[src/core/btzm_pkg.sv]
// package for the battery temperature zone monitor
// assumes one 25 MHz system clock; voltages arrive as millivolt codes
package btzm_pkg;

	localparam int SENSE_W = 11;
	localparam int SYS_W = 13;
	localparam int CODE_W = 6;

	// temperature zone status codes
	localparam logic [2:0] ZONE_OFF = 3'h0;
	localparam logic [2:0] ZONE_COLD = 3'h1;
	localparam logic [2:0] ZONE_COOL = 3'h2;
	localparam logic [2:0] ZONE_NORMAL = 3'h3;
	localparam logic [2:0] ZONE_WARM = 3'h4;
	localparam logic [2:0] ZONE_HOT = 3'h5;

	// monitor channel select codes
	localparam logic [3:0] MUX_OFF = 4'h0;
	localparam logic [3:0] MUX_CH_SENSE = 4'h6;
	localparam logic [3:0] MUX_CH_BIAS = 4'h7;

	// charge voltage code scale and the system margin, in millivolts
	localparam logic [SYS_W-1:0] CV_BASE_MV = 13'hE10;
	localparam logic [SYS_W-1:0] CV_STEP_MV = 13'h019;
	localparam logic [SYS_W-1:0] SYS_MARGIN_MV = 13'h0C8;

	// charger state code shown while paused by temperature
	localparam logic [2:0] CHG_TEMP_FAULT = 3'h7;

	// twelve trip levels in millivolts, coldest first
	localparam logic [SENSE_W-1:0] TRIP_MV [12] = '{
		11'h400, 11'h3D0, 11'h39B, 11'h363, 11'h327, 11'h2EB,
		11'h1FF, 11'h1CB, 11'h19B, 11'h16F, 11'h147, 11'h123};

	// first trip level of each threshold: cold, cool, warm, hot
	localparam logic [3:0] TRIP_BASE [4] = '{4'h0, 4'h2, 4'h6, 4'h8};
	localparam int THR_COLD = 0;
	localparam int THR_COOL = 1;
	localparam int THR_WARM = 2;
	localparam int THR_HOT = 3;

	typedef struct packed {
		logic [1:0] hot;
		logic [1:0] warm;
		logic [1:0] cool;
		logic [1:0] cold;
	} btzm_thr_sel_t;

	typedef struct packed {
		logic [CODE_W-1:0] voltage;
		logic [CODE_W-1:0] current;
	} btzm_codes_t;

	typedef enum logic [0:0] {
		FS_RUN = 1'b0,
		FS_TEMP_FAULT = 1'b1
	} btzm_fault_state_t;

	function automatic logic [SYS_W-1:0] btzm_cv_to_mv(input logic [CODE_W-1:0] code);
		logic [SYS_W-1:0] prod;
		prod = SYS_W'(13'(code) * CV_STEP_MV);
		return SYS_W'(CV_BASE_MV + prod);
	endfunction : btzm_cv_to_mv

endpackage : btzm_pkg

[src/core/btzm_zone_cmp.sv]
// threshold comparators and zone classifier
// assumes the sense voltage code is synchronous and settled
`timescale 1ns/1ps
module btzm_zone_cmp
	import btzm_pkg::*;
(
	// clock and reset
	input wire logic sys_clk_in,
	input wire logic rst_in,
	// sense and setup
	input wire logic [SENSE_W-1:0] sense_mv_in,
	input wire btzm_thr_sel_t thr_sel_in,
	input wire logic enable_in,
	// result
	output logic [2:0] zone_out
);

	logic [1:0] sel [4];
	logic [3:0] above;
	logic [2:0] next_zone;

	assign sel[THR_COLD] = thr_sel_in.cold;
	assign sel[THR_COOL] = thr_sel_in.cool;
	assign sel[THR_WARM] = thr_sel_in.warm;
	assign sel[THR_HOT] = thr_sel_in.hot;

	// ntc divider: a higher sense voltage means a colder battery
	for (genvar i = 0; i < 4; i++)
	begin : g_cmp
		logic [3:0] idx;
		assign idx = 4'(TRIP_BASE[i] + 4'(sel[i]));
		assign above[i] = sense_mv_in > TRIP_MV[idx];
	end

	always_comb
	begin
		if (!enable_in)
			next_zone = ZONE_OFF;
		else if (above[THR_COLD])
			next_zone = ZONE_COLD;
		else if (!above[THR_HOT])
			next_zone = ZONE_HOT;
		else if (above[THR_COOL])
			next_zone = ZONE_COOL;
		else if (!above[THR_WARM])
			next_zone = ZONE_WARM;
		else
			next_zone = ZONE_NORMAL;
	end

	always_ff @(posedge sys_clk_in)
	begin
		if (rst_in)
			zone_out <= ZONE_OFF;
		else
			zone_out <= next_zone;
	end

endmodule : btzm_zone_cmp

[src/core/btzm_monitor.sv]
// battery temperature zone monitor top
// assumes the partner charger reports its state and obeys pause and restart
//
// Overview of operation
// - system rail regulation starts once the charge input is valid.
// - charge voltage code steps down until system target exceeds it by 200mV.
// - each forced reduction sets the sticky configuration error flag.
// - zone comparators run continuously while thermistor enable is set.
// - normal zone uses the normal voltage and current codes.
// - cool or warm zone uses the separate 6-bit temperature-modified codes.
// - hot or cold zone pauses charging and enters temperature fault.
// - 3-bit zone status; any change sets a maskable flag.
// - thermistor enable low removes every temperature reaction.
// - each threshold picks one of four trip levels by a 2-bit field.
// - twelve trip levels from 1.024V down to 0.291V.
// - bias on while charge input valid and thermistor enabled.
// - bias on while the monitor selects the sense or bias node.
// - monitor channel choice never touches comparators or zone response.
// - timers pause in fault; on exit fast-charge and top-off restart.
// - on fault exit the charger returns to its state before the fault.
// - monitor channel select of zero disables the output buffer.
`timescale 1ns/1ps
module btzm_monitor
	import btzm_pkg::*;
(
	// clock and reset
	input wire logic sys_clk_in,
	input wire logic rst_in,
	// analog side
	input wire logic charge_input_valid_in,
	input wire logic [SENSE_W-1:0] sense_mv_in,
	input wire logic [SYS_W-1:0] sys_reg_mv_in,
	// configuration
	input wire logic thermistor_enable_in,
	input wire btzm_thr_sel_t thr_sel_in,
	input wire btzm_codes_t temp_mod_codes_in,
	input wire logic [CODE_W-1:0] normal_current_code_in,
	input wire logic cv_write_in,
	input wire logic [CODE_W-1:0] cv_write_data_in,
	input wire logic [3:0] monitor_channel_select_in,
	// flag control
	input wire logic zone_irq_mask_in,
	input wire logic zone_irq_clear_in,
	input wire logic cfg_irq_clear_in,
	// charger state machine
	input wire logic [2:0] charger_state_in,
	// status and flags
	output logic [2:0] temp_zone_status_out,
	output logic temp_zone_change_irq_out,
	output logic sys_config_error_irq_out,
	output logic charger_irq_out,
	output logic [CODE_W-1:0] charge_voltage_code_out,
	// charge control
	output btzm_codes_t active_codes_out,
	output logic charge_pause_out,
	output logic [2:0] charger_state_out,
	output logic [2:0] resume_state_out,
	output logic resume_pulse_out,
	output logic timers_pause_out,
	output logic fc_topoff_restart_out,
	// analog control
	output logic sys_reg_active_out,
	output logic bias_enable_out,
	output logic monitor_buffer_en_out
);

	////////////////////////////////////////////////////////////////////////////
	// zone classification
	logic [2:0] zone;

	// the monitor channel select is deliberately not wired in here
	btzm_zone_cmp i_btzm_zone_cmp (
		.sys_clk_in(sys_clk_in),
		.rst_in(rst_in),
		.sense_mv_in(sense_mv_in),
		.thr_sel_in(thr_sel_in),
		.enable_in(thermistor_enable_in),
		.zone_out(zone)
	);

	logic fault_cond;
	logic mod_cond;
	assign fault_cond = thermistor_enable_in && (zone == ZONE_COLD || zone == ZONE_HOT);
	assign mod_cond = thermistor_enable_in && (zone == ZONE_COOL || zone == ZONE_WARM);

	////////////////////////////////////////////////////////////////////////////
	// temperature fault sequencing
	btzm_fault_state_t fstate;
	btzm_fault_state_t next_fstate;
	logic [2:0] saved_state;
	logic [2:0] next_saved_state;
	logic next_resume_pulse;
	logic next_restart;

	always_comb
	begin
		next_fstate = fstate;
		next_saved_state = saved_state;
		next_resume_pulse = 1'b0;
		next_restart = 1'b0;
		case (fstate)
			FS_RUN:
			begin
				if (fault_cond)
				begin
					next_fstate = FS_TEMP_FAULT;
					next_saved_state = charger_state_in;
				end
			end
			FS_TEMP_FAULT:
			begin
				if (!fault_cond)
				begin
					next_fstate = FS_RUN;
					next_resume_pulse = 1'b1;
					next_restart = 1'b1;
				end
			end
			default:
				next_fstate = FS_RUN;
		endcase
	end

	always_ff @(posedge sys_clk_in)
	begin
		if (rst_in)
		begin
			fstate <= FS_RUN;
			saved_state <= 3'h0;
			resume_pulse_out <= 1'b0;
			fc_topoff_restart_out <= 1'b0;
		end
		else
		begin
			fstate <= next_fstate;
			saved_state <= next_saved_state;
			resume_pulse_out <= next_resume_pulse;
			fc_topoff_restart_out <= next_restart;
		end
	end

	////////////////////////////////////////////////////////////////////////////
	// charge parameters and status outputs
	btzm_codes_t next_active_codes;
	logic [2:0] next_charger_state;
	logic next_zone_flag;
	logic next_cfg_flag;
	logic [CODE_W-1:0] next_cv;
	logic cv_short;

	assign cv_short = sys_reg_mv_in < SYS_W'(btzm_cv_to_mv(charge_voltage_code_out) + SYS_MARGIN_MV);

	always_comb
	begin
		if (mod_cond)
			next_active_codes = temp_mod_codes_in;
		else
			next_active_codes = '{voltage: charge_voltage_code_out,
				current: normal_current_code_in};
		next_charger_state = (next_fstate == FS_TEMP_FAULT) ? CHG_TEMP_FAULT : charger_state_in;
		// a new event wins over a clear in the same cycle
		next_zone_flag = temp_zone_change_irq_out && !zone_irq_clear_in;
		if (zone != temp_zone_status_out)
			next_zone_flag = 1'b1;
		next_cfg_flag = sys_config_error_irq_out && !cfg_irq_clear_in;
		next_cv = charge_voltage_code_out;
		if (cv_write_in)
			next_cv = cv_write_data_in;
		else if (cv_short && charge_voltage_code_out != 6'h00)
		begin
			// one step per cycle keeps the datapath free of a divider
			next_cv = CODE_W'(charge_voltage_code_out - 6'h01);
			next_cfg_flag = 1'b1;
		end
	end

	always_ff @(posedge sys_clk_in)
	begin
		if (rst_in)
		begin
			active_codes_out <= '0;
			charge_pause_out <= 1'b0;
			timers_pause_out <= 1'b0;
			charger_state_out <= 3'h0;
			resume_state_out <= 3'h0;
			temp_zone_status_out <= ZONE_OFF;
			temp_zone_change_irq_out <= 1'b0;
			sys_config_error_irq_out <= 1'b0;
			charger_irq_out <= 1'b0;
			charge_voltage_code_out <= 6'h00;
			sys_reg_active_out <= 1'b0;
			bias_enable_out <= 1'b0;
			monitor_buffer_en_out <= 1'b0;
		end
		else
		begin
			active_codes_out <= next_active_codes;
			charge_pause_out <= fault_cond;
			// prequalification resumes simply because pause drops; it is never restarted
			timers_pause_out <= fault_cond;
			charger_state_out <= next_charger_state;
			resume_state_out <= next_saved_state;
			temp_zone_status_out <= zone;
			temp_zone_change_irq_out <= next_zone_flag;
			sys_config_error_irq_out <= next_cfg_flag;
			charger_irq_out <= (next_zone_flag && !zone_irq_mask_in) || next_cfg_flag;
			charge_voltage_code_out <= next_cv;
			sys_reg_active_out <= charge_input_valid_in;
			bias_enable_out <= (charge_input_valid_in && thermistor_enable_in)
				|| monitor_channel_select_in == MUX_CH_SENSE
				|| monitor_channel_select_in == MUX_CH_BIAS;
			monitor_buffer_en_out <= monitor_channel_select_in != MUX_OFF;
		end
	end
endmodule : btzm_monitor

[config.mk]
export PLATFORM = sky130hd
export DESIGN_NAME = btzm_monitor
export DESIGN_NICKNAME = d
export VERILOG_FILES = /design/src/core/btzm_pkg.sv /design/src/core/btzm_zone_cmp.sv /design/src/core/btzm_monitor.sv
export SDC_FILE = /design/constraint.sdc
export NUM_CORES = 1
export LEC_CHECK = 0
export ABC_CLOCK_PERIOD_IN_PS = 9800
export BUFFER_PORTS_ARGS = -buffer_cell sky130_fd_sc_hd__buf_4
export CORE_MARGIN = 5
export CORE_UTILIZATION = 56
export DETAILED_ROUTE_END_ITERATION = 10
export GPL_TIMING_DRIVEN = 0
export PLACE_DENSITY = 0.93
export SYNTH_ARGS = -nofsm -noshare
export SYNTH_HDL_FRONTEND = slang
export SYNTH_SLANG_ARGS = --single-unit
[constraint.sdc]
create_clock -name sys_clk_in -period 9.8 [get_ports sys_clk_in]
set_clock_uncertainty 0.15 [all_clocks]
set_input_delay 0 -clock sys_clk_in [delete_from_list [all_inputs] [get_ports sys_clk_in]]
set_output_delay 0 -clock sys_clk_in [all_outputs]
set_load 0.005 [all_outputs]
; Word-level counts from Yosys, hierarchy flattened
; Memory sizes are Yosys's and may differ from the RTL's.
; Index checks and enable logic that the tools add are counted.
[word_totals]
register_bits = 39
romBits = 704
word_cells = 96
mem_count = 4
[classes]
add_sub_neg = 6
mul = 1
order_cmp = 9
eq_ne = 7
muxes = 21
bitwise = 7
n_reduce_logical = 23
[memory_table]
columns = name, depth, word_bits, rd, rd_ports_with_merged_regs, wr, line
row1 = (name not given), 16, 11, 1, 0, 0, btzm_zone_cmp.sv:32  ; assign above[i] = sense_mv_in > TRIP_MV[idx];
row2 = (name not given), 16, 11, 1, 0, 0, btzm_zone_cmp.sv:32
row3 = (name not given), 16, 11, 1, 0, 0, btzm_zone_cmp.sv:32
row4 = (name not given), 16, 11, 1, 0, 0, btzm_zone_cmp.sv:32
[ops]
columns = operator, count
row1 = $mux W11, 8
row2 = $gt A11 B11 Y1, 4
row3 = $ge A5 B5 Y1 const B, 4
row4 = $not A4 Y5, 3
row5 = $add A12 B11 Y13 const A, 1
row6 = $add A13 B8 Y13 const B, 1
row7 = $lt A13 B13 Y1, 1
row8 = $mux W12, 1
row9 = $mux W3, 4
row10 = $mux W6, 2
row11 = $mul A6 B5 Y11 const B, 1
row12 = $eq A4 B3 Y1 const B, 2
row13 = $logic_and A1 B1 Y1, 7
row14 = $eq A3 B3 Y1 const B, 2
row15 = $mux W1, 6
row16 = $reduce_bool A6 Y1, 1
row17 = $sub A6 B1 Y6 const B, 1
row18 = $logic_or A1 B1 Y1, 5
row19 = $not A2 Y5, 1
row20 = $add A3 B2 Y4 const A, 1
row21 = $add A4 B2 Y4 const A, 1
row22 = $reduce_bool A4 Y1, 1
row23 = $reduce_or A2 Y1, 2
row24 = $reduce_or A4 Y1, 1
row25 = 9 further kinds, 13

; Longest topological paths before layout
[logic_depth]
ltp_word = 10
mapped_depth = 20
depth_no_buf = 19

; By module
; A second synthesis with hierarchy kept.
[unflattened]
cells_unflattened = 407
hier_area_um2 = 3439.5
[by_module_without_submodules]
columns = mod, instances, cells_per_inst, area_per_inst_um2
row1 = btzm_monitor, 1, 269, 2289.7
row2 = btzm_zone_cmp, 1, 138, 1149.9

; Worst setup path after synthesis
; No wires, ideal clock.
[synth_timing]
kind = reg2reg
from = reg charge_voltage_code_out[1]
to = reg charge_voltage_code_out[4]
setup_time_ns = 0.091
arrival_time_ns = 4.277
required_time_ns = 9.559
setup_slack_ns = 5.282
stages_incl_launch_ff = 20
path_buffers = 1
synth_period_minus_slack_ns = 4.518
cell_sequence = dfxtp_1 > inv_1 > ha_1 > fa_1 > ha_1 > ha_1 > a21o_1 > a21oi_1 > o21bai_1 > a21o_1 > a21oi_1 > xnor2_1 > ha_1 > nand4_1 > inv_1 > a2111oi_4 > o31ai_2 > buf_6 > or3_1 > a311oi_1
[synth_via]
elab_chain_cells = 6
word_cells_on_any_way = 10
[synth_rtl]
columns = element, line
row1 = "start, declared", btzm_monitor.sv:52  ; output logic [CODE_W-1:0] charge_voltage_code_out,
row2 = "start signal, assigned", btzm_monitor.sv:207  ; charge_voltage_code_out <= next_cv;
row3 = $mul A6 B5 Y11, btzm_pkg.sv:61  ; prod = SYS_W'(13'(code) * CV_STEP_MV);
row4 = $add A12 B11 Y13, btzm_pkg.sv:62  ; return SYS_W'(CV_BASE_MV + prod);
row5 = $add A13 B8 Y13, btzm_monitor.sv:151  ; assign cv_short = sys_reg_mv_in < SYS_W'(btzm_cv_to_mv(charge_voltage_code_out) + SYS_MARGIN_MV);
row6 = $lt A13 B13 Y1, btzm_monitor.sv:151
row7 = $logic_and A1 B1 Y1, btzm_monitor.sv:169  ; else if (cv_short && charge_voltage_code_out != 6'h00)
row8 = $reduce_bool A2 Y1 (no line), n/a
; Parallel ways exist; a longest one is shown, timed or not. The select of a mux whose other input is x is not followed.
; A chain may end at the register's enable or synchronous reset.

; Worst setup path in the final report
[layout_timing]
from = reg charge_voltage_code_out[1]
to = reg charge_voltage_code_out[1]
; Same word-level chain as after synthesis.

==> flow_summary.yaml <==
critical_path:
  timing.reg2reg.setup_slack_ps: 3950
  cp.arrival_ps: 5960
  crit_type: "register to register"
  start_kind: "register"
  path_max_fanout: 10
  r2r_cells: 21
  regToRegStartpoint: "charge_voltage_code_out[1]"
  critPathRequiredTime_ps: 9900
  r2r_end: "charge_voltage_code_out[1]"
  cp-end-kind: "register"
layout:
  final_cell_mix: "buf_4 (108), ha_1 (85), dlygate4sd3_1 (46), nand2_1 (44), inv_1 (42)"
  area_growth_pct: 43.96
  layout_commonest_cell: "buf_4"
  seq_area_um2: 760.7
  drive_above_1_share_pct: 23.03
  fill_cells: 262
  multi_input_area_um2: 2300
  insertedDiodeCount: 0
  nets: 704
  design_area_um2: 4708
routing:
  drt_iter0_markers: 267
  dr.pass1.iters: 5
  viasPerCell: 6.061
  drc: 0
  vias: 3752
  final_antenna_net_count: 0
  post_drt_wl_per_cell_um: 20.10
  wl_mm: 12.44
cts:
  clkLatencyLatePin_ps: 310
  numCtsBuffers: 5
  cts_sinks: 38
  clockBufferDepth: 2
  tritoncts: "done"
  cts-resized-gates: 0
  cts.clk_slew.worst_paths_ps: 90
  root_buffer: "clkbuf_8"
  ctsHtreeMaxLevel: 2
sta:
  finalSetupTns_ps: 0
  period_share_pct: 59.74
  slew-limit-headroom_pct: 59.93
  final_max_slew_viol_count: 0
  rsz0062_at_grt: "no"
  period_minus_slack_ps: 5855
  fmax_ghz: 0.1708
  hold_viol_final: 0
  worst_pin_slew_ps: 594.8
  finalSetupViolations: 0
yosys:
  synth_cell_types: 46
  synth.ff_latch_count: 38
  synthArstFlopShare_pct: 0
  synth-edff-count: 0
  yosysWarnings: 0
  avgSynthCellArea_um2: 8.451
  synth_ff_type: "dfxtp_1"
  syn_area_um2: 3271
  postSynthCellCount: 387
  syn_nets: 545
  ys_seq_area_share_pct: 23.26
global_routing:
  antenna_found_initial: 0
  grt_max_degree: 12
  grt_overflow_total: 0
  grt_pass1_wl_mm: 19.09
  grt_pass1_vias: 3849
  gr-usage-all-layers_pct: 32.90
pwr:
  p_total_w: 0.0008358
  ir_worst_vdd_mv: 0.2188
  p_leak_nw: 2.413
  power.density_nw_per_um2: 177.5
flow_run:
  drv_cap: 0
placement:
  placed_area_um2: 4156
  port_buffers: 106
  dp_hpwl_mm: 7.352
  place_congestion: 0.8585
hold_path:
  hold_path.class: "primary input to register"
  whs_path_depth: 2
  hold_start: "rst_in"
  hold_end: "temp_zone_change_irq_out"
floorplan:
  die_h_um: 86.42
  rows: 27
  ioPinCount: 108
  die_w_um: 86.42
  die_area_um2: 7468
  core_area_um2: 5608
  start_util_pct: 58.32
status:
  status: "finished clean"
[kinds of logic (layout without fill, tap and decap cells)]
kind of cell               after synthesis  after routing  share of synthesized area (%)
buffers and inverters                   52            212                          6.427
DFF                                     38             38                          23.26
AOI/OAI and AO/OA                       84             84                          16.49
xor gates and xnor gates                15             15                          4.017
and+or+nand+nor                        111            111                          16.07
adders and majority gates               87             87                          33.74
[state kept, by name, indices dropped and copies added, names as in the netlist]
name                      flops
active_codes_out             12
bias_enable_out               1
charge_voltage_code_out       6
charger_irq_out               1
charger_state_out             3
fc_topoff_restart_out         1
fstate                        1
i_btzm_zone_cmp.zone_out      3
monitor_buffer_en_out         1
resume_state_out              3
sys_config_error_irq_out      1
sys_reg_active_out            1
temp_zone_change_irq_out      1
temp_zone_status_out          3
[cell type report]
type                    instances  share of cell area [%]
well taps                      72                   1.913
repair buffers                152                   26.68
clock buffers                   7                   1.834
flip-flops and latches         38                   16.16
clock inverters                 1                  0.1063
plain buffers                  10                   1.116
multi-input cells             297                   48.84
inverters                      42                   3.348
[cell usage after synthesis (2+ instances only)]
master / n / area (µm²)
ha_1: 85 / 1064
nand2_1: 44 / 165.2
inv_1: 42 / 157.7
dfxtp_1: 38 / 760.7
a21oi_1: 32 / 160.2
nor2_1: 26 / 97.59
o21ai_0: 18 / 90.09
xnor2_1: 12 / 105.1
nand4_1: 10 / 62.56
nor2b_1: 8 / 50.05
clkbuf_1: 7 / 26.28
a211oi_1: 5 / 37.54
a21o_1: 5 / 37.54
a311oi_1: 4 / 35.03
nor4_1: 4 / 25.02
nand3_1: 3 / 15.01
o21bai_1: 3 / 22.52
xor2_1: 3 / 26.28
a21boi_0: 2 / 15.01
a21oi_2: 2 / 17.52
a31oi_1: 2 / 12.51
and2_1: 2 / 12.51
and3_1: 2 / 12.51
buf_4: 2 / 15.01
fa_1: 2 / 40.04
o211ai_1: 2 / 15.01
or3_1: 2 / 12.51
or3_2: 2 / 15.01
[per-stage QoR]
stage	std cells	hold slack [ps]	setup slack [ps]	utilization [%]
5_1_grt	619	105.2	3703	83.96
4_1_cts	619	0.7203	4325	83.96
6_report	619	55.75	3945	83.96
3_5_place_dp	565	70.77	4795	74.12
3_3_place_gp	565	63.42	4940	74.12
2_1_floorplan	387	-29.96	5282	-
[how the worst max path moves through the flow]
stage | startpoint | endpoint
after floorplan | charge_voltage_code_out[1] | charge_voltage_code_out[4]
after global placement | charge_voltage_code_out[0] | charge_voltage_code_out[4]
after detailed placement | charge_voltage_code_out[1] | charge_voltage_code_out[4]
after CTS | charge_voltage_code_out[0] | charge_voltage_code_out[1]
after global routing | charge_voltage_code_out[1] | charge_voltage_code_out[1]
final | charge_voltage_code_out[1] | charge_voltage_code_out[1]
[power by group]
group	internal [W]	total (W)	switching, W	leakage (nW)
Clock	0.0000569	0.000117	0.0000599	0.0482
Sequential	0.000171	0.000192	0.0000207	0.314
Combinational	0.000239	0.000527	0.000288	2.05
[routing by layer]
| layer | vias to the layer above | share of wire [%] | global-route usage (%) |
|---|---|---|---|
| met2 | 240 | 50 | 59.18 |
| li1 | 1662 | - | - |
| met3 | 89 | 8.1 | 6.654 |
| met4 | 0 | 7.1 | 18.56 |
| met5 | - | 0 | 0 |
| met1 | 1761 | 35 | 35.59 |
[worst max-delay path: stages (launching register included)]
cell and delay [ps]:
dfxtp_1 510, inv_1 190, ha_1 260, inv_1 140, fa_1 460, ha_1 310, ha_1 240, a21o_1 200
a21oi_1 270, o21bai_1 100, a21o_1 210, a21oi_1 220, xnor2_1 160, ha_1 290, nand2_1 80, o21ai_0 210
a2111oi_4 350, o31ai_2 170, buf_6 170, or4_1 430, o211ai_1 100, dlygate4sd3_1 580
[timing repair]
item                      4_1_cts  5_1_grt
buffers inserted                0        0
hold endpoints to repair       32        0
hold buffers                   46        0
(Power assumes the default switching activity.)
